==> src/rtl/pd_engine_pkg.sv <==
// Contract
// - Preset current level advertised on attach
// - Changed current level advertised immediately
// - Ra detection reports level code per setting
// - Rd attach/detach at mid threshold
// - Rd attach/detach at high threshold
// - Flag comparator and bus voltage changes
// - 48-byte transmit, 80-byte receive buffers
// - Tokens in transmit buffer govern sending
// - Tokens switch line driver on, off
// - Valid packet stored with its CRC
// - Line activity starts oscillator, then receive
// - Flag activity and good CRC
// - Own CRC check gates good flag
// - Auto GoodCRC when enabled, option clear
// - Resend same message up to count
// - Resend failure flag, then soft reset
// - GoodCRC id zero flags soft reset success
// - Soft reset resends, id zero, fail flag
// - Power-on loads register defaults
// - Software reset bit resets device
package pd_engine_pkg;
  // ==========================================
  // Timing
  localparam int CLK_NS = 25;
  localparam int ACK_WAIT_NS = 1100000;
  localparam int ACK_WAIT_CYC = ACK_WAIT_NS / CLK_NS;
  // ==========================================
  // Sizes and map
  localparam int TX_DEPTH = 48;
  localparam int RX_DEPTH = 80;
  localparam int AW = 5;
  localparam logic [4:0] OFS_CFG = 5'h00;
  localparam logic [4:0] OFS_DAC = 5'h04;
  localparam logic [4:0] OFS_STAT = 5'h08;
  localparam logic [4:0] OFS_IRQ = 5'h0c;
  localparam logic [4:0] OFS_TXF = 5'h10;
  localparam logic [4:0] OFS_RXF = 5'h14;
  localparam int SWRST_BIT = 8;
  localparam int TOKEN_BIT = 8;
  localparam int EMPTY_BIT = 8;
  localparam logic [7:0] CFG_RST = 8'hc1;
  localparam logic [5:0] DAC_RST = 6'h00;
  // ==========================================
  // Flags
  localparam int IRQ_W = 7;
  localparam int IRQ_COMP = 0;
  localparam int IRQ_VBUS = 1;
  localparam int IRQ_ACT = 2;
  localparam int IRQ_CRC = 3;
  localparam int IRQ_RFAIL = 4;
  localparam int IRQ_TXOK = 5;
  localparam int IRQ_SFAIL = 6;
  // ==========================================
  // Line levels and protocol values
  localparam logic [5:0] LVL_TH0 = 6'h0a;
  localparam logic [5:0] LVL_TH1 = 6'h13;
  localparam logic [5:0] LVL_TH2 = 6'h26;
  localparam logic [7:0] TOK_TXON = 8'ha1;
  localparam logic [7:0] TOK_TXOFF = 8'hfe;
  localparam logic [4:0] MSG_GOODCRC = 5'h01;
  localparam logic [4:0] MSG_SOFTRST = 5'h0d;
  localparam logic [1:0] SPEC_REV = 2'h1;
  localparam logic PWR_ROLE = 1'b1;
  localparam int GEN_LEN = 2;
  localparam int MIN_PKT = 6;
  localparam logic [31:0] CRC_INIT = 32'hffffffff;
  localparam logic [31:0] CRC_POLY = 32'hedb88320;
  localparam logic [31:0] CRC_RESIDUE = 32'hdebb20e3;
  // ==========================================
  // Types
  typedef struct packed {
    logic [1:0] resend_count_total;
    logic auto_soft_reset;
    logic auto_retry;
    logic auto_pre;
    logic auto_ack;
    logic [1:0] source_current_level;
  } cfg_s;
  typedef struct packed {
    logic drive;
    logic valid;
    logic [7:0] data;
  } line_tx_s;
  typedef enum logic [1:0] {
    ST_IDLE = 2'b00,
    ST_SEND = 2'b01,
    ST_WAIT = 2'b10,
    ST_DONE = 2'b11
  } tx_state_e;
endpackage

==> src/rtl/pd_engine.sv <==
`timescale 1ns/1ps
`default_nettype none
module pd_engine
  import pd_engine_pkg::*;
#(
  parameter int ACK_WAIT = ACK_WAIT_CYC,
  parameter int TXD = TX_DEPTH,
  parameter int RXD = RX_DEPTH
) (
  // Clock and reset
  input wire logic clk_sys,
  input wire logic sys_rst,
  // Avalon-MM slave
  input wire logic [AW-1:0] avs_address,
  input wire logic avs_read,
  input wire logic avs_write,
  input wire logic [31:0] avs_writedata,
  output logic [31:0] avs_readdata,
  output logic avs_waitrequest,
  // CC sensing
  input wire logic [5:0] cc_sense,
  input wire logic vbus_ok_in,
  output logic [5:0] dac_code,
  output logic [1:0] cc_adv,
  // Line receive
  input wire logic line_active,
  input wire logic rx_valid,
  input wire logic [7:0] rx_data,
  input wire logic rx_sop,
  input wire logic rx_eop,
  output logic osc_en,
  // Line transmit
  input wire logic tx_ready,
  output line_tx_s tx_out
);
  localparam int TW = $clog2(TXD + 1);
  localparam int RW = $clog2(RXD + 1);
  localparam int PW = $clog2(RXD);
  localparam int MW = $clog2(ACK_WAIT + 1);

  function automatic logic [31:0] crc_byte(input logic [31:0] c, input logic [7:0] d);
    logic [31:0] r;
    r = c ^ {24'h0, d};
    for (int i = 0; i < 8; i++) begin
      r = r[0] ? ((r >> 1) ^ CRC_POLY) : (r >> 1);
    end
    return r;
  endfunction

  function automatic logic [PW-1:0] inc_rx(input logic [PW-1:0] p);
    return (p == PW'(RXD - 1)) ? '0 : p + PW'(1);
  endfunction

  function automatic logic [1:0] level_of(input logic [5:0] v);
    if (v < LVL_TH0) begin
      return 2'h0;
    end else if (v < LVL_TH1) begin
      return 2'h1;
    end else if (v < LVL_TH2) begin
      return 2'h2;
    end
    return 2'h3;
  endfunction

  // ==========================================
  // Reset and bus slave
  cfg_s cfg_q;
  logic [5:0] dac_q;
  logic [IRQ_W-1:0] irq_q;
  logic srst_q;
  logic rst;
  logic wait_q;
  logic [31:0] rdata_q;
  logic [31:0] rd_mux;
  logic wr_en;
  logic rd_en;
  assign rst = sys_rst | srst_q;
  assign wr_en = avs_write & ~wait_q;
  assign rd_en = avs_read & ~wait_q;
  assign avs_waitrequest = wait_q;
  assign avs_readdata = rdata_q;

  // One wait state, then release for exactly one edge
  always_ff @(posedge clk_sys) begin
    if (rst) begin
      wait_q <= 1'b1;
    end else if (wr_en | rd_en) begin
      wait_q <= 1'b1;
    end else if (avs_read | avs_write) begin
      wait_q <= 1'b0;
    end
  end

  always_ff @(posedge clk_sys) begin
    if (rst) begin
      rdata_q <= '0;
    end else if (avs_read & wait_q) begin
      rdata_q <= rd_mux;
    end
  end

  // Self-clearing; held off by power-on reset only
  always_ff @(posedge clk_sys) begin
    if (sys_rst) begin
      srst_q <= 1'b0;
    end else begin
      srst_q <= wr_en && avs_address == OFS_CFG && avs_writedata[SWRST_BIT];
    end
  end

  always_ff @(posedge clk_sys) begin
    if (rst) begin
      cfg_q <= cfg_s'(CFG_RST);
      dac_q <= DAC_RST;
    end else if (wr_en && avs_address == OFS_CFG) begin
      cfg_q <= cfg_s'(avs_writedata[7:0]);
    end else if (wr_en && avs_address == OFS_DAC) begin
      dac_q <= avs_writedata[5:0];
    end
  end
  // Advertisement follows the setting with no attach gating
  assign cc_adv = cfg_q.source_current_level;
  assign dac_code = dac_q;

  // ==========================================
  // CC and bus voltage sensing
  logic [1:0] lvl_q;
  logic comp_q;
  logic vbus_q;
  logic act_q;
  logic comp_now;
  assign comp_now = cc_sense > dac_q;
  always_ff @(posedge clk_sys) begin
    // Track the pins in reset so release shows no false change
    if (rst) begin
      lvl_q <= '0;
      comp_q <= comp_now;
      vbus_q <= vbus_ok_in;
      act_q <= line_active;
    end else begin
      lvl_q <= level_of(cc_sense);
      comp_q <= comp_now;
      vbus_q <= vbus_ok_in;
      act_q <= line_active;
    end
  end

  // ==========================================
  // Transmit buffer
  logic [8:0] tx_mem [TXD];
  logic [TW-1:0] tx_cnt_q;
  logic tx_hold_q;
  logic tx_push;
  tx_state_e st_q;
  assign tx_push = wr_en && avs_address == OFS_TXF && !tx_hold_q && tx_cnt_q < TW'(TXD);

  always_ff @(posedge clk_sys) begin
    if (tx_push) begin
      tx_mem[tx_cnt_q[TW-1:0]] <= avs_writedata[8:0];
    end
  end

  // Closing token marks the burst complete and locks the buffer
  always_ff @(posedge clk_sys) begin
    if (rst || st_q == ST_DONE) begin
      tx_cnt_q <= '0;
      tx_hold_q <= 1'b0;
    end else if (tx_push) begin
      tx_cnt_q <= tx_cnt_q + TW'(1);
      tx_hold_q <= avs_writedata[TOKEN_BIT] && avs_writedata[7:0] == TOK_TXOFF;
    end
  end

  // ==========================================
  // Receive buffer
  logic [7:0] rx_mem [RXD];
  logic [PW-1:0] rx_wp_q;
  logic [PW-1:0] rx_base_q;
  logic [PW-1:0] rx_rp_q;
  logic [RW-1:0] rx_cnt_q;
  logic [RW-1:0] len_q;
  logic [31:0] crc_q;
  logic drop_q;
  logic inpkt_q;
  logic [15:0] hdr_q;
  logic good_q;
  logic rx_pop;
  logic rx_room;
  logic rx_good;
  logic gcrc_rx;
  assign rx_pop = rd_en && avs_address == OFS_RXF && rx_cnt_q != '0;
  // One spare bit so a full buffer plus a long packet cannot wrap
  assign rx_room = ({1'b0, rx_cnt_q} + {1'b0, len_q}) < (RW + 1)'(RXD);
  assign rx_good = rx_eop && inpkt_q && crc_q == CRC_RESIDUE && !drop_q
    && len_q >= RW'(MIN_PKT);
  assign gcrc_rx = good_q && hdr_q[4:0] == MSG_GOODCRC && hdr_q[14:12] == 3'h0;

  always_ff @(posedge clk_sys) begin
    if (rx_valid && inpkt_q && rx_room) begin
      rx_mem[rx_wp_q] <= rx_data;
    end
  end

  // Packet bytes stay tentative until the check passes
  always_ff @(posedge clk_sys) begin
    if (rst) begin
      rx_wp_q <= '0;
      rx_base_q <= '0;
      len_q <= '0;
      crc_q <= CRC_INIT;
      drop_q <= 1'b0;
      inpkt_q <= 1'b0;
      hdr_q <= '0;
    end else if (rx_sop) begin
      rx_wp_q <= rx_base_q;
      len_q <= '0;
      crc_q <= CRC_INIT;
      drop_q <= 1'b0;
      inpkt_q <= 1'b1;
    end else if (rx_eop && inpkt_q) begin
      inpkt_q <= 1'b0;
      len_q <= '0;
      if (rx_good) begin
        rx_base_q <= rx_wp_q;
      end else begin
        rx_wp_q <= rx_base_q;
      end
    end else if (rx_valid && inpkt_q) begin
      crc_q <= crc_byte(crc_q, rx_data);
      if (!rx_room) begin
        drop_q <= 1'b1;
      end else begin
        rx_wp_q <= inc_rx(rx_wp_q);
        len_q <= len_q + RW'(1);
        if (len_q == RW'(0)) begin
          hdr_q[7:0] <= rx_data;
        end else if (len_q == RW'(1)) begin
          hdr_q[15:8] <= rx_data;
        end
      end
    end
  end

  always_ff @(posedge clk_sys) begin
    if (rst) begin
      rx_rp_q <= '0;
      rx_cnt_q <= '0;
      good_q <= 1'b0;
    end else begin
      good_q <= rx_good;
      if (rx_pop) begin
        rx_rp_q <= inc_rx(rx_rp_q);
      end
      rx_cnt_q <= rx_cnt_q + (rx_good ? len_q : RW'(0)) - (rx_pop ? RW'(1) : RW'(0));
    end
  end

  // ==========================================
  // Automatic acknowledge request
  logic ack_pend_q;
  logic [2:0] ack_id_q;
  logic ack_take;
  assign ack_take = ack_pend_q && (st_q == ST_IDLE || st_q == ST_WAIT);
  // Set wins over the take in the same cycle
  always_ff @(posedge clk_sys) begin
    if (rst) begin
      ack_pend_q <= 1'b0;
      ack_id_q <= '0;
    end else if (good_q && !gcrc_rx && cfg_q.auto_ack && !cfg_q.auto_pre) begin
      ack_pend_q <= 1'b1;
      ack_id_q <= hdr_q[11:9];
    end else if (ack_take) begin
      ack_pend_q <= 1'b0;
    end
  end

  // ==========================================
  // Transmit sequencer
  logic gcrc_q;
  logic sr_q;
  logic ret_wait_q;
  logic [TW-1:0] idx_q;
  logic [1:0] retry_q;
  logic [MW-1:0] tmr_q;
  logic ev_txok_q;
  logic ev_rfail_q;
  logic ev_sfail_q;
  line_tx_s tx_q;
  logic gen;
  logic at_end;
  logic step;
  logic [8:0] item;
  logic [15:0] gen_hdr;
  logic ack_ok;
  logic can_retry;
  assign gen = gcrc_q | sr_q;
  assign step = st_q == ST_SEND && (!tx_q.valid || tx_ready);
  // Only an id-zero GoodCRC closes the soft reset
  assign ack_ok = gcrc_rx && (!sr_q || hdr_q[11:9] == 3'h0);
  assign can_retry = (cfg_q.auto_retry | sr_q) && retry_q < cfg_q.resend_count_total;
  assign tx_out = tx_q;

  always_comb begin
    gen_hdr = {1'b0, 3'h0, gcrc_q ? ack_id_q : 3'h0, PWR_ROLE, SPEC_REV, 1'b0,
      gcrc_q ? MSG_GOODCRC : MSG_SOFTRST};
    if (gen) begin
      at_end = idx_q >= TW'(GEN_LEN);
      item = {1'b0, idx_q[0] ? gen_hdr[15:8] : gen_hdr[7:0]};
    end else begin
      at_end = idx_q == tx_cnt_q;
      item = (idx_q < TW'(TXD)) ? tx_mem[idx_q] : '0;
    end
  end

  // Payload is replayed from the buffer, never consumed, so a resend is exact
  always_ff @(posedge clk_sys) begin
    if (rst) begin
      tx_q <= '0;
    end else begin
      if (tx_q.valid && tx_ready) begin
        tx_q.valid <= 1'b0;
      end
      if (step) begin
        if (at_end) begin
          tx_q.drive <= 1'b0;
        end else if (!gen && item[TOKEN_BIT]) begin
          if (item[7:0] == TOK_TXON) begin
            tx_q.drive <= 1'b1;
          end else if (item[7:0] == TOK_TXOFF) begin
            tx_q.drive <= 1'b0;
          end
        end else begin
          tx_q.drive <= tx_q.drive | gen;
          tx_q.valid <= 1'b1;
          tx_q.data <= item[7:0];
        end
      end
    end
  end

  always_ff @(posedge clk_sys) begin
    if (rst) begin
      st_q <= ST_IDLE;
      gcrc_q <= 1'b0;
      sr_q <= 1'b0;
      ret_wait_q <= 1'b0;
      idx_q <= '0;
      retry_q <= '0;
      tmr_q <= '0;
      ev_txok_q <= 1'b0;
      ev_rfail_q <= 1'b0;
      ev_sfail_q <= 1'b0;
    end else begin
      ev_txok_q <= 1'b0;
      ev_rfail_q <= 1'b0;
      ev_sfail_q <= 1'b0;
      case (st_q)
        ST_IDLE: begin
          idx_q <= '0;
          if (ack_pend_q) begin
            gcrc_q <= 1'b1;
            ret_wait_q <= 1'b0;
            st_q <= ST_SEND;
          end else if (tx_hold_q) begin
            sr_q <= 1'b0;
            retry_q <= '0;
            st_q <= ST_SEND;
          end
        end
        ST_SEND: begin
          if (step && at_end) begin
            idx_q <= '0;
            if (gcrc_q) begin
              gcrc_q <= 1'b0;
              st_q <= ret_wait_q ? ST_WAIT : ST_IDLE;
            end else begin
              tmr_q <= '0;
              st_q <= ST_WAIT;
            end
          end else if (step) begin
            idx_q <= idx_q + TW'(1);
          end
        end
        ST_WAIT: begin
          tmr_q <= tmr_q + MW'(1);
          if (ack_pend_q) begin
            gcrc_q <= 1'b1;
            ret_wait_q <= 1'b1;
            idx_q <= '0;
            st_q <= ST_SEND;
          end else if (ack_ok) begin
            ev_txok_q <= 1'b1;
            st_q <= ST_DONE;
          end else if (tmr_q >= MW'(ACK_WAIT - 1)) begin
            idx_q <= '0;
            if (can_retry) begin
              retry_q <= retry_q + 2'h1;
              st_q <= ST_SEND;
            end else if (!sr_q) begin
              ev_rfail_q <= 1'b1;
              if (cfg_q.auto_soft_reset) begin
                sr_q <= 1'b1;
                retry_q <= '0;
                st_q <= ST_SEND;
              end else begin
                st_q <= ST_DONE;
              end
            end else begin
              ev_sfail_q <= 1'b1;
              st_q <= ST_DONE;
            end
          end
        end
        default: begin
          sr_q <= 1'b0;
          retry_q <= '0;
          st_q <= ST_IDLE;
        end
      endcase
    end
  end

  // ==========================================
  // Oscillator request and status flags
  logic osc_q;
  logic [IRQ_W-1:0] irq_set;
  logic [IRQ_W-1:0] irq_clr;
  always_ff @(posedge clk_sys) begin
    if (rst) begin
      osc_q <= 1'b0;
    end else begin
      osc_q <= line_active | inpkt_q | (st_q != ST_IDLE);
    end
  end
  assign osc_en = osc_q;

  always_comb begin
    irq_set = '0;
    irq_set[IRQ_COMP] = comp_now != comp_q;
    irq_set[IRQ_VBUS] = vbus_ok_in != vbus_q;
    irq_set[IRQ_ACT] = line_active & ~act_q;
    irq_set[IRQ_CRC] = good_q;
    irq_set[IRQ_RFAIL] = ev_rfail_q;
    irq_set[IRQ_TXOK] = ev_txok_q;
    irq_set[IRQ_SFAIL] = ev_sfail_q;
    irq_clr = (wr_en && avs_address == OFS_IRQ) ? avs_writedata[IRQ_W-1:0] : '0;
  end

  // Write one to clear; a new event in the same cycle survives
  always_ff @(posedge clk_sys) begin
    if (rst) begin
      irq_q <= '0;
    end else begin
      irq_q <= (irq_q & ~irq_clr) | irq_set;
    end
  end

  always_comb begin
    rd_mux = '0;
    case (avs_address)
      OFS_CFG: rd_mux[7:0] = cfg_q;
      OFS_DAC: rd_mux[5:0] = dac_q;
      OFS_STAT: rd_mux[5+RW-1:0] = {rx_cnt_q, st_q != ST_IDLE, vbus_q, comp_q, lvl_q};
      OFS_IRQ: rd_mux[IRQ_W-1:0] = irq_q;
      OFS_RXF: rd_mux[EMPTY_BIT:0] = {rx_cnt_q == '0, rx_mem[rx_rp_q]};
      default: rd_mux = '0;
    endcase
  end
endmodule
`default_nettype wire

==> config.mk <==
export PLATFORM = sky130hd
export DESIGN_NAME = pd_engine
export DESIGN_NICKNAME = d
export VERILOG_FILES = /design/src/rtl/pd_engine_pkg.sv /design/src/rtl/pd_engine.sv
export SDC_FILE = /design/constraint.sdc
export NUM_CORES = 1
export LEC_CHECK = 0
export BUFFER_PORTS_ARGS = -buffer_cell sky130_fd_sc_hd__buf_4
export CORE_MARGIN = 3
export CORE_UTILIZATION = 50
export DETAILED_ROUTE_END_ITERATION = 16
export PLACE_DENSITY_LB_ADDON = 0.2
export SYNTH_ARGS = -nofsm -noshare
export SYNTH_HDL_FRONTEND = slang
export SYNTH_SLANG_ARGS = --single-unit
export TNS_END_PERCENT = 5
==> constraint.sdc <==
create_clock -name clk_sys -period 4.2 [get_ports clk_sys]
set_clock_uncertainty 0.2 [all_clocks]
set_input_delay 0.63 -clock clk_sys [delete_from_list [all_inputs] [get_ports clk_sys]]
set_output_delay 0.63 -clock clk_sys [all_outputs]
set_load 0.1 [all_outputs]
After elaboration in Yosys (flattened, before gate mapping)
Memories as Yosys holds them, arrays and structs flattened. A register that Yosys moved wholly into a read port is not among the register bits.
Index checks and enable logic that the tools add are counted.

operators by class
  add/sub/neg operators = 10
  multiply operators = 0
  div/mod/pow operators = 0
  order comparisons = 11
  eq/ne operators = 38
  shifts and indexed selects = 0
  mux-type cells = 104
  bitwise logic cells = 36
  reduce and logical (&&, ||, !) cells = 78

operators with widths
  operator                 count
  $mux W32                 8
  $not A13 Y14             8
  $mux W7                  12
  $mux W2                  23
  $mux W9                  5
  $mux W6                  7
  $mux W1                  33
  $eq A32 B32 Y1 const B   1
  $mux W16                 2
  $pmux W16 S2             1
  $xor A32 B8 Y32          1
  $pmux W6 S5              1
  $logic_and A1 B1 Y1      28
  $eq A8 B8 Y1 const B     3
  $add A7 B1 Y7 const B    3
  $lt A6 B6 Y1 const B     3
  $pmux W6 S3              1
  $reduce_and A3 Y1        6
  $add A16 B1 Y16 const B  1
  $ge A16 B16 Y1 const B   1
  $ne A2 B2 Y1 const B     8
  $eq A7 B7 Y1 const B     2
  $logic_not A7 Y1         2
  $add A6 B1 Y6 const B    2
  other kinds (54)         115

word-level totals
  register bits after elaboration = 176
  latch bits = 0
  bits in writable memories = 1072
  ROM bits = 0
  bits of input ports = 61
  word-level logic and storage cells = 323
  memories kept = 2

memory list
  name    words  bits a word  rd ports  clocked after memory_dff  wr ports  RTL line          text
  rx_mem  80     8            1         1                         1         pd_engine.sv:176  logic [7:0] rx_mem [RXD];
  tx_mem  48     9            1         1                         1         pd_engine.sv:150  logic [8:0] tx_mem [TXD];

Depth between registers and ports, before layout
Gate-level depths: netlist (run 1).

  depth after elaboration = 17
  gate-level depth with buffers = 16
  gate-level depth less buffers = 15

Least setup slack after synthesis (run 1)
Ideal clock, no wire load.

  kind = register -> register
  start point = register crc_q[10]
  end point = register rx_cnt_q[6]
  arrival time = 3649 ps
  required time = 3872 ps
  path slack = 223 ps
  stages on the path, launching flop included = 16
  buffers on the path = 1
  clock period less this slack = 3977 ps
  cells stage by stage = dfxtp_1 or4b_1 or4b_4 a2111oi_4 buf_6 nand2_1 ha_1 inv_1 ha_1 fa_1 a21o_1 a21oi_1 o21bai_1 a21oi_1 xnor2_1 nor2_1

on the way
  longest elaborated chain between the ends = 7

ends and longest elaborated chain
  item                               RTL line          text
  start, declared                    pd_engine.sv:182  logic [31:0] crc_q;
  start signal, assigned             pd_engine.sv:229  crc_q <= crc_byte(crc_q, rx_data);
  $eq A32 B32 Y1                     pd_engine.sv:194  assign rx_good = rx_eop && inpkt_q && crc_q == CRC_RESIDUE && !drop_q
  $logic_and A1 B1 Y1 (2 in series)  pd_engine.sv:194
  $logic_and A1 B1 Y1                pd_engine.sv:195  && len_q >= RW'(MIN_PKT);
  $mux W7                            pd_engine.sv:254  rx_cnt_q <= rx_cnt_q + (rx_good ? len_q : RW'(0)) - (rx_pop ? RW'(1) : RW'(0));
  $add A7 B7 Y7                      pd_engine.sv:254
  $sub A7 B1 Y7                      pd_engine.sv:254
  end signal, assigned               pd_engine.sv:254
  end, declared                      pd_engine.sv:180  logic [RW-1:0] rx_cnt_q;

Every way passes these cells.
A chain may end at the register's enable or synchronous reset.

Worst setup path in the final report (run 1)
Same ends and word-level chain as after synthesis.

==> impl_metrics.toml, run 1 <==
[power_and_ir_drop]
switchingPower_mw = 5.46
p_int_mw = 20.6
combPwrFrac = 0.043
ir_drop_uv = 432
swShare = 0.209
p_clk_frac = 0.434
p_leak_nw = 19.1
p_seq_frac = 0.524
p_per_area_nw_per_um2 = 444

[clock_network]
clock_latency_ps = 720
ctsLongestPathBuffers = 3
cts_inserted_buffers = 134
htree_levels = 4
cts_sinks = 1260
post-cts-setup-buffers = 0
cts_root_buf = "clkbuf_16"
clk_pin_slew_worst_paths_ps = 60
cts_tree = "yes"

[global_route]
grt_pass1_wl_um = 182000
grt_use_total = 0.230
gr-total-overflow = 0
grt_pass1_vias = 28400
antenna_found_initial = 0
grt_max_degree = 82

[floorplanning]
die_w_um = 326
fp.dieArea_um2 = 106000
num_io_pins = 113
core_um2 = 101000
initial_core_util = 0.508
rows = 116
fp.dieH_um = 326

[detailed_routing]
routed_wl_um = 121000
dr.pass1.iters = 8
vias = 27700
drt-vias-per-instance = 5.89
ant_nets = 0
drt_iter0_drc = 2798
wl_per_cell_um = 25.7
drc = 0

[setup_path]
end_kind = "flop"
path_max_fanout = 3
worstSetupPathType = "flop to flop"
start_kind = "flop"
rrSetupSlack_ps = 200
arrival_ps = 4380
required_ps = 4580
r2r_cells = 14

[synth]
syn_area_um2 = 51100
yosysWarningCount = 0
ys_ff_latch = 1260
netlist-cell-type-count = 77
synthFlopType = "edfxtp_1"
synth.top_cell.area_share = 0.629
synth_area_leaders = "edfxtp_1 (63%), mux4_2 (13%), dfxtp_1 (7.4%)"
seq_area_frac_synth = 0.703
netlist_instances = 2948
yosysTopAreaCell = "edfxtp_1"
synthArstFlopShare = 0
synth.avg_cell_area_um2 = 17.3
synth_edf_count = 1072

[min_path]
hold_depth = 1
min_path_type = "input port to flop"

[placed_design]
io_buffers = 69
gp_congestion = 0.915
hpwl_um = 78500

[finish]
layout_commonest_cell = "edfxtp_1"
drive_gt1_frac = 0.244
antenna_cells = 0
final_cell_mix = "edfxtp_1 (1072), mux4_2 (303), nor2_1 (286), buf_4 (286), dfxtp_1 (181)"
areaGrowthSynthToFinish_pct = 14.8
final_nets = 3332
nFillCells = 7607

[timing]
period_needed_ps = 4000
hold_viol_final = 0
slew_violations = 0
max_freq_mhz = 250
setup_viol = 0
worst_pin_slew_ps = 1110
tns_ps = 0
hold_slack_ps = 46.5
post-route-period-util = 0.953
rsz0062_at_grt = "no"
relSlewSlack = 0.260

[job]
max-cap-violations = 0

[outcome]
status = "finished, final reports clean"
sequential cells by signal (all words and copies together) (netlist names), 3 cells and up, named ones only:
signal        count
tmr_q            16
crc_q            32
tx_out           10
cfg_q             6
dac_code          6
tx_mem          432
rx_mem          640
ack_id_q          3
rx_cnt_q          7
irq_q             7
rx_wp_q           7
len_q             7
tx_cnt_q          6
rx_rp_q           7
rx_base_q         7
idx_q             6
hdr_q            11
avs_readdata     12
layer usage:
metal | part of all wire | vias up | GRT usage
met2 | 0.51 | 988 | 0.393
met5 | 0 | - | 0
li1 | - | 12100 | -
met4 | 0.031 | 0 | 0.0796
met1 | 0.40 | 14300 | 0.305
met3 | 0.059 | 196 | 0.0324
final timing paths:
path,startpoint,to
setup / recovery,crc_q[10],rx_cnt_q[6]
hold / removal,rx_data[3],rx_mem[52][3]
setup reg to reg,crc_q[10],rx_cnt_q[6]
hold reg to reg,tx_out[7],tx_out[7]
cell usage after synthesis, types with 4 or more instances:
cell type and instances:
a21o_1 7, nand4b_1 7, nor2b_1 25, a32oi_1 4, edfxtp_1 1072, nor3_1 19
nor2_1 288, a22o_1 7, nand4_1 20, and4_1 4, ha_1 35, or3_1 9
buf_4 35, o22ai_1 6, or4_1 4, a31oi_1 11, mux4_2 303, buf_1 9
xnor2_1 77, nand3b_1 17, clkbuf_1 84, o21a_1 6, nor3b_1 6, a21oi_1 62
buf_6 13, mux2_2 11, nor4_1 6, o31ai_1 4, xor2_1 42, and2_1 12
buf_2 33, nand2_1 145, a22oi_1 16, nand3_1 49, nand2b_1 17, and3_1 12
dfxtp_1 188, o211ai_1 38, a211oi_1 16, o21ai_0 43, inv_1 46, mux2i_1 83
a41oi_1 4
final cells by class:
type | count | area [um2] | area share
timing repair buffer | 306 | 2460 | 0.0419
multi-input combinational | 1487 | 14200 | 0.242
clock buffer | 183 | 3670 | 0.0626
sequential | 1260 | 36000 | 0.613
clock inverter | 60 | 554 | 0.00944
tap | 1357 | 1700 | 0.0289
inverter | 46 | 173 | 0.00294
power by group through the flow:
stage / combinational, mW / sequential (mW) / clock, mW
final: 1.11 / 13.7 / 11.3
after CTS: 1.12 / 13.7 / 11.5
after detailed placement: 1.10 / 13.9 / 0
after global routing: 1.20 / 13.7 / 12.0
after global placement: 1.08 / 13.9 / 0
after floorplan: 0.689 / 13.9 / 0
metrics by stage:
step                instance area (um2)  instances  total power [mW]   util  worst slack, ps
finish                            58700       4699              26.1  0.583              199
global route                      58700       4699              26.9  0.583             11.9
CTS                               58700       4699              26.3  0.583             88.3
detailed placement                54400       4447              15.0  0.540              117
global placement                  54400       4447              15.0  0.540              132
floorplan                         51200       2967              14.6      -              223
logic make-up (layout without fill, tap and decap cells):
logic type	Yosys count	after routing	synth area share
muxes	397	397	0.152
buffers and inverters	220	595	0.0214
and+or+nand+nor	655	655	0.0594
xor gates and xnor gates	119	119	0.0204
DFF	1260	1260	0.703
adders and majority gates	36	36	0.00895
other	1	20	0.0000733
AOI/OAI and AO/OA	260	260	0.0347
critical path, stage by stage, from the launching register on:
cell	delay (ps)
dfxtp_1	330
or4b_1	540
or4b_4	540
a2111oi_4	300
nand2_1	150
ha_1	310
inv_1	40
ha_1	210
fa_1	460
a21o_1	190
a21oi_2	160
o21bai_1	80
a21oi_1	180
xnor2_1	130
nor2_1	50
repair_timing:
item,CTS,global route
gates resized for setup,0,1
hold buffers,9,0
endpoints found under the hold margin,11,0
setup endpoints to repair,0,1
No activity file was read; power rests on OpenSTA's default activity.
==> run 2, diff against run 1 <==
CORE_UTILIZATION = 30   (was 50)
==> impl_metrics.toml, run 2 (synthesis gave the netlist of run 1 again) <==
[timing]
slew_violations = 0
post-route-period-util = 0.942
period_needed_ps = 3950
setup_viol = 0
tns_ps = 0
max_freq_mhz = 253
relSlewSlack = 0.271
worst_pin_slew_ps = 1090
hold_viol_final = 0
rsz0062_at_grt = "no"

[clock_network]
cts_sinks = 1260
cts_tree = "yes"
cts_root_buf = "clkbuf_16"
clock_latency_ps = 770
clk_pin_slew_worst_paths_ps = 60
htree_levels = 4
post-cts-setup-buffers = 0
cts_inserted_buffers = 138
ctsLongestPathBuffers = 3

[global_route]
grt_max_degree = 82
antenna_found_initial = 2
grt_pass1_vias = 27600
grt_use_total = 0.153
gr-total-overflow = 0
grt_pass1_wl_um = 196000

[min_path]
holdPathEnd = "rx_mem[53][7]"
hold_depth = 1
min_path_type = "input port to flop"
holdCritStartpoint = "rx_data[7]"

[finish]
final_nets = 3361
fin_util = 0.356
areaGrowthSynthToFinish_pct = 17.3
layout_commonest_cell = "edfxtp_1"
largest-register = "rx_mem"
largest_reg_flops = 640
final_cell_mix = "edfxtp_1 (1072), buf_4 (306), mux4_2 (303)"
drive_gt1_frac = 0.248

[detailed_routing]
ant_nets = 0
drt-vias-per-instance = 4.88
routed_wl_um = 134000
dr.pass1.iters = 5
wl_met3_um = 6750
drt_iter0_drc = 2280
drc = 0
wl_per_cell_um = 24.0
dr.max_layer_used = "met4"
met2WireLength_um = 65600
vias = 27200
met1_length_um = 58500

[setup_path]
arrival_ps = 4380
required_ps = 4620
worstSetupPathType = "flop to flop"
r2r_end = "rx_cnt_q[6]"
rr_startpoint = "crc_q[10]"
end_kind = "flop"
timing.critical_path.from = "crc_q[10]"
path_max_fanout = 3
r2r_cells = 14
rrSetupSlack_ps = 250
start_kind = "flop"

[floorplanning]
fp.dieArea_um2 = 175000
initial_core_util = 0.304
fp.dieH_um = 419
core_um2 = 168000
die_w_um = 419
rows = 150
num_io_pins = 113

[power_and_ir_drop]
combPwrFrac = 0.043
ir_drop_uv = 379
swShare = 0.222
switchingPower_mw = 5.83
p_leak_nw = 19.2
p_int_mw = 20.4
p_per_area_nw_per_um2 = 437
p_clk_frac = 0.436
p_seq_frac = 0.521

[placed_design]
gp_congestion = 0.784
io_buffers = 69
hpwl_um = 86900

[outcome]
status = "finished, final reports clean"

[job]
max-cap-violations = 0
==> run 2: power groups by stage <==
stage,clock network [mW],registers [mW],logic (mW)
after floorplan,0,13.9,0.689
after global placement,0,13.9,1.14
after detailed placement,0,13.9,1.15
after CTS,11.8,13.7,1.16
after global routing,12.3,13.7,1.24
final,11.4,13.7,1.14
==> run 2: timing repair <==
action	CTS	global route
resized for setup	0	0
hold buffers	13	0
hold endpoints to repair	16	0
setup endpoints to repair	0	1
==> run 2: final cells by class <==
cell class                 instances  area (um2)
timing repair buffer             331        2670
sequential                      1260       36000
antenna                            1        2.50
multi-input combinational       1487       14200
clock buffer                     180        3730
inverter                          46         173
clock inverter                    65         495
fill                           15800      108000
tap                             2204        2760
==> run 2: worst max-delay path by stage <==
stage | endpoint | slack (ps) | depth (start not counted)
global placement | rx_cnt_q[6] | 140 | 14
finish | rx_cnt_q[6] | 250 | 14
detailed placement | rx_cnt_q[6] | 140 | 14
global route | rx_cnt_q[6] | 70 | 14
CTS | rx_cnt_q[6] | 120 | 14
floorplan | rx_cnt_q[6] | 220 | 15
==> run 2: layer usage <==
metal  vias up  global-route usage
met5         -                   0
met4         0              0.0414
met3       190              0.0289
met2       640               0.252
met1     14100               0.207
li1      12200                   -
==> run 2: critical path, cell delays in order (launching register included) <==
cell	delay, ps
dfxtp_1	330
or4b_1	540
or4b_4	540
a2111oi_4	310
nand2_1	110
ha_1	280
inv_1	40
ha_1	200
fa_1	460
a21o_1	170
a21oi_1	180
o21bai_1	80
a21oi_1	170
xnor2_1	140
nor2_1	50
==> run 2: stage by stage <==
stage	worst slack, ps	hold WS, ps	instances	power [mW]	area [um2]
5_1_grt	72.0	16.1	5574	27.2	60000
2_1_floorplan	223	213	2967	14.6	51200
3_3_place_gp	141	224	5315	15.1	55600
3_5_place_dp	137	234	5315	15.1	55600
4_1_cts	117	11.3	5573	26.6	60000
6_report	245	70.1	5574	26.2	60000
==> run 3, diff against run 2 <==
CORE_MARGIN = unset   (was 3)
CTS_BUF_LIST = sky130_fd_sc_hd__clkbuf_16   (was unset)
clock period = 3.7 ns   (was 4.2 ns; I/O delays follow)
==> impl_metrics.toml, run 3 (synthesis gave the netlist of run 1 again) <==
[timing]
post-route-period-util = 0.993
setup_viol = 0
worst_pin_slew_ps = 1100
slew_violations = 0
max_freq_mhz = 272
rsz0062_at_grt = "yes"
tns_ps = 0
relSlewSlack = 0.265
hold_viol_final = 0
period_needed_ps = 3670

[power_and_ir_drop]
p_per_area_nw_per_um2 = 495
p_clk_frac = 0.440
p_int_mw = 23.4
switchingPower_mw = 6.64
p_seq_frac = 0.516
combPwrFrac = 0.044
ir_drop_uv = 473
p_leak_nw = 19.8
swShare = 0.221

[floorplanning]
die_w_um = 415
num_io_pins = 113
initial_core_util = 0.302
core_um2 = 169000
rows = 151
fp.dieArea_um2 = 172000
fp.dieH_um = 415

[finish]
ff_latch_area_um2 = 36000
multi_input_area_um2 = 14200
largest-register = "rx_mem"
layout_commonest_cell = "edfxtp_1"
drive_gt1_frac = 0.261
fin_util = 0.358
final_nets = 3427
final_cell_mix = "edfxtp_1 (1072), buf_4 (361), mux4_2 (303)"
nFillCells = 16100
stdcell_area_um2 = 60700
largest_reg_flops = 640
areaGrowthSynthToFinish_pct = 18.6

[outcome]
status = "finished, final reports clean"

[global_route]
grt_max_degree = 81
grt_util_met2 = 0.265
grt_use_total = 0.157
grt_pass1_vias = 28100
grt_pass1_wl_um = 197000
grt_most_used_layer = "met2"
grt_use_met3 = 0.0215
gr-total-overflow = 0
met1_usage = 0.209
antenna_found_initial = 1

[clock_network]
clock_latency_ps = 780
ctsLongestPathBuffers = 3
cts_sinks = 1260
cts_tree = "yes"
clk_pin_slew_worst_paths_ps = 60
htree_levels = 4
cts_root_buf = "clkbuf_16"
cts_inserted_buffers = 138

[setup_path]
start_kind = "flop"
required_ps = 4140
rrSetupSlack_ps = 30
path_max_fanout = 4
end_kind = "flop"
worstSetupPathType = "flop to flop"
arrival_ps = 4110

[detailed_routing]
drc = 0
drt_iter0_drc = 1903
wl_per_cell_um = 23.8
vias = 27100
dr.pass1.iters = 5
drt-vias-per-instance = 4.79
routed_wl_um = 135000
ant_nets = 0

[placed_design]
gp_congestion = 0.805
postPlaceCellArea_um2 = 56200
hpwl_um = 87300
io_buffers = 69

[min_path]
min_path_type = "input port to flop"

[job]
max-cap-violations = 0
==> run 3: critical path, stage by stage (launching register included) <==
cell and delay (ps):
dfxtp_1 310, or4b_1 510, or4b_4 510, a2111oi_4 200, buf_4 190, nand2_1 60, ha_1 260, inv_1 40
ha_2 170, fa_2 350, a21o_1 180, a21oi_2 140, o21bai_1 80, a21oi_1 160, xnor2_1 140, nor2_1 50
==> run 3: through the flow <==
step | hold WS, ps | setup slack (ps) | instances | total power [mW]
2_1_floorplan | 213 | -5.50 | 2967 | 16.6
3_3_place_gp | 227 | -78.6 | 5388 | 17.1
3_5_place_dp | 228 | -85.2 | 5388 | 17.1
4_1_cts | 0.259 | -49.3 | 5657 | 30.5
5_1_grt | 24.4 | -119 | 5659 | 31.1
6_report | 55.9 | 27.4 | 5660 | 30.0
==> run 3: cell type report <==
| type | instances | share of cell area |
|---|---|---|
| sequential | 1260 | 0.593 |
| multi-input combinational | 1487 | 0.234 |
| clock buffer | 139 | 0.0573 |
| timing repair buffer | 397 | 0.0534 |
| tap | 2218 | 0.0457 |
| clock inverter | 111 | 0.0137 |
| inverter | 46 | 0.00285 |
| antenna | 2 | 0.0000825 |
==> run 3: worst paths after layout <==
kind | start | endpoint | cells past startpoint
setup / recovery | crc_q[11] | rx_cnt_q[6] | 15
hold / removal | avs_writedata[0] | tx_mem[8][0] | 1
setup reg to reg | crc_q[11] | rx_cnt_q[6] | 15
hold reg to reg | ev_rfail_q | irq_q[4] | 2
==> run 3: layer usage <==
metal | vias up | part of all wire
met5 | - | 0
met4 | 0 | 0.022
met3 | 163 | 0.033
met2 | 486 | 0.50
met1 | 14100 | 0.44
li1 | 12400 | -
==> run 3: power groups by stage <==
stage / Sequential, mW / Combinational (mW) / Clock [mW]
CTS: 15.5 / 1.36 / 13.6
finish: 15.5 / 1.33 / 13.2
global placement: 15.8 / 1.33 / 0
global route: 15.5 / 1.45 / 14.1
floorplan: 15.8 / 0.783 / 0
detailed placement: 15.8 / 1.34 / 0
==> run 3: timing repair <==
item | in CTS | in global routing
endpoints found under the hold margin | 26 | 0
setup buffers | 1 | 1
endpoints found under the setup margin | 2 | 49
gates resized for setup | 0 | 5
pin swaps | 3 | 7
hold buffers | 18 | 0
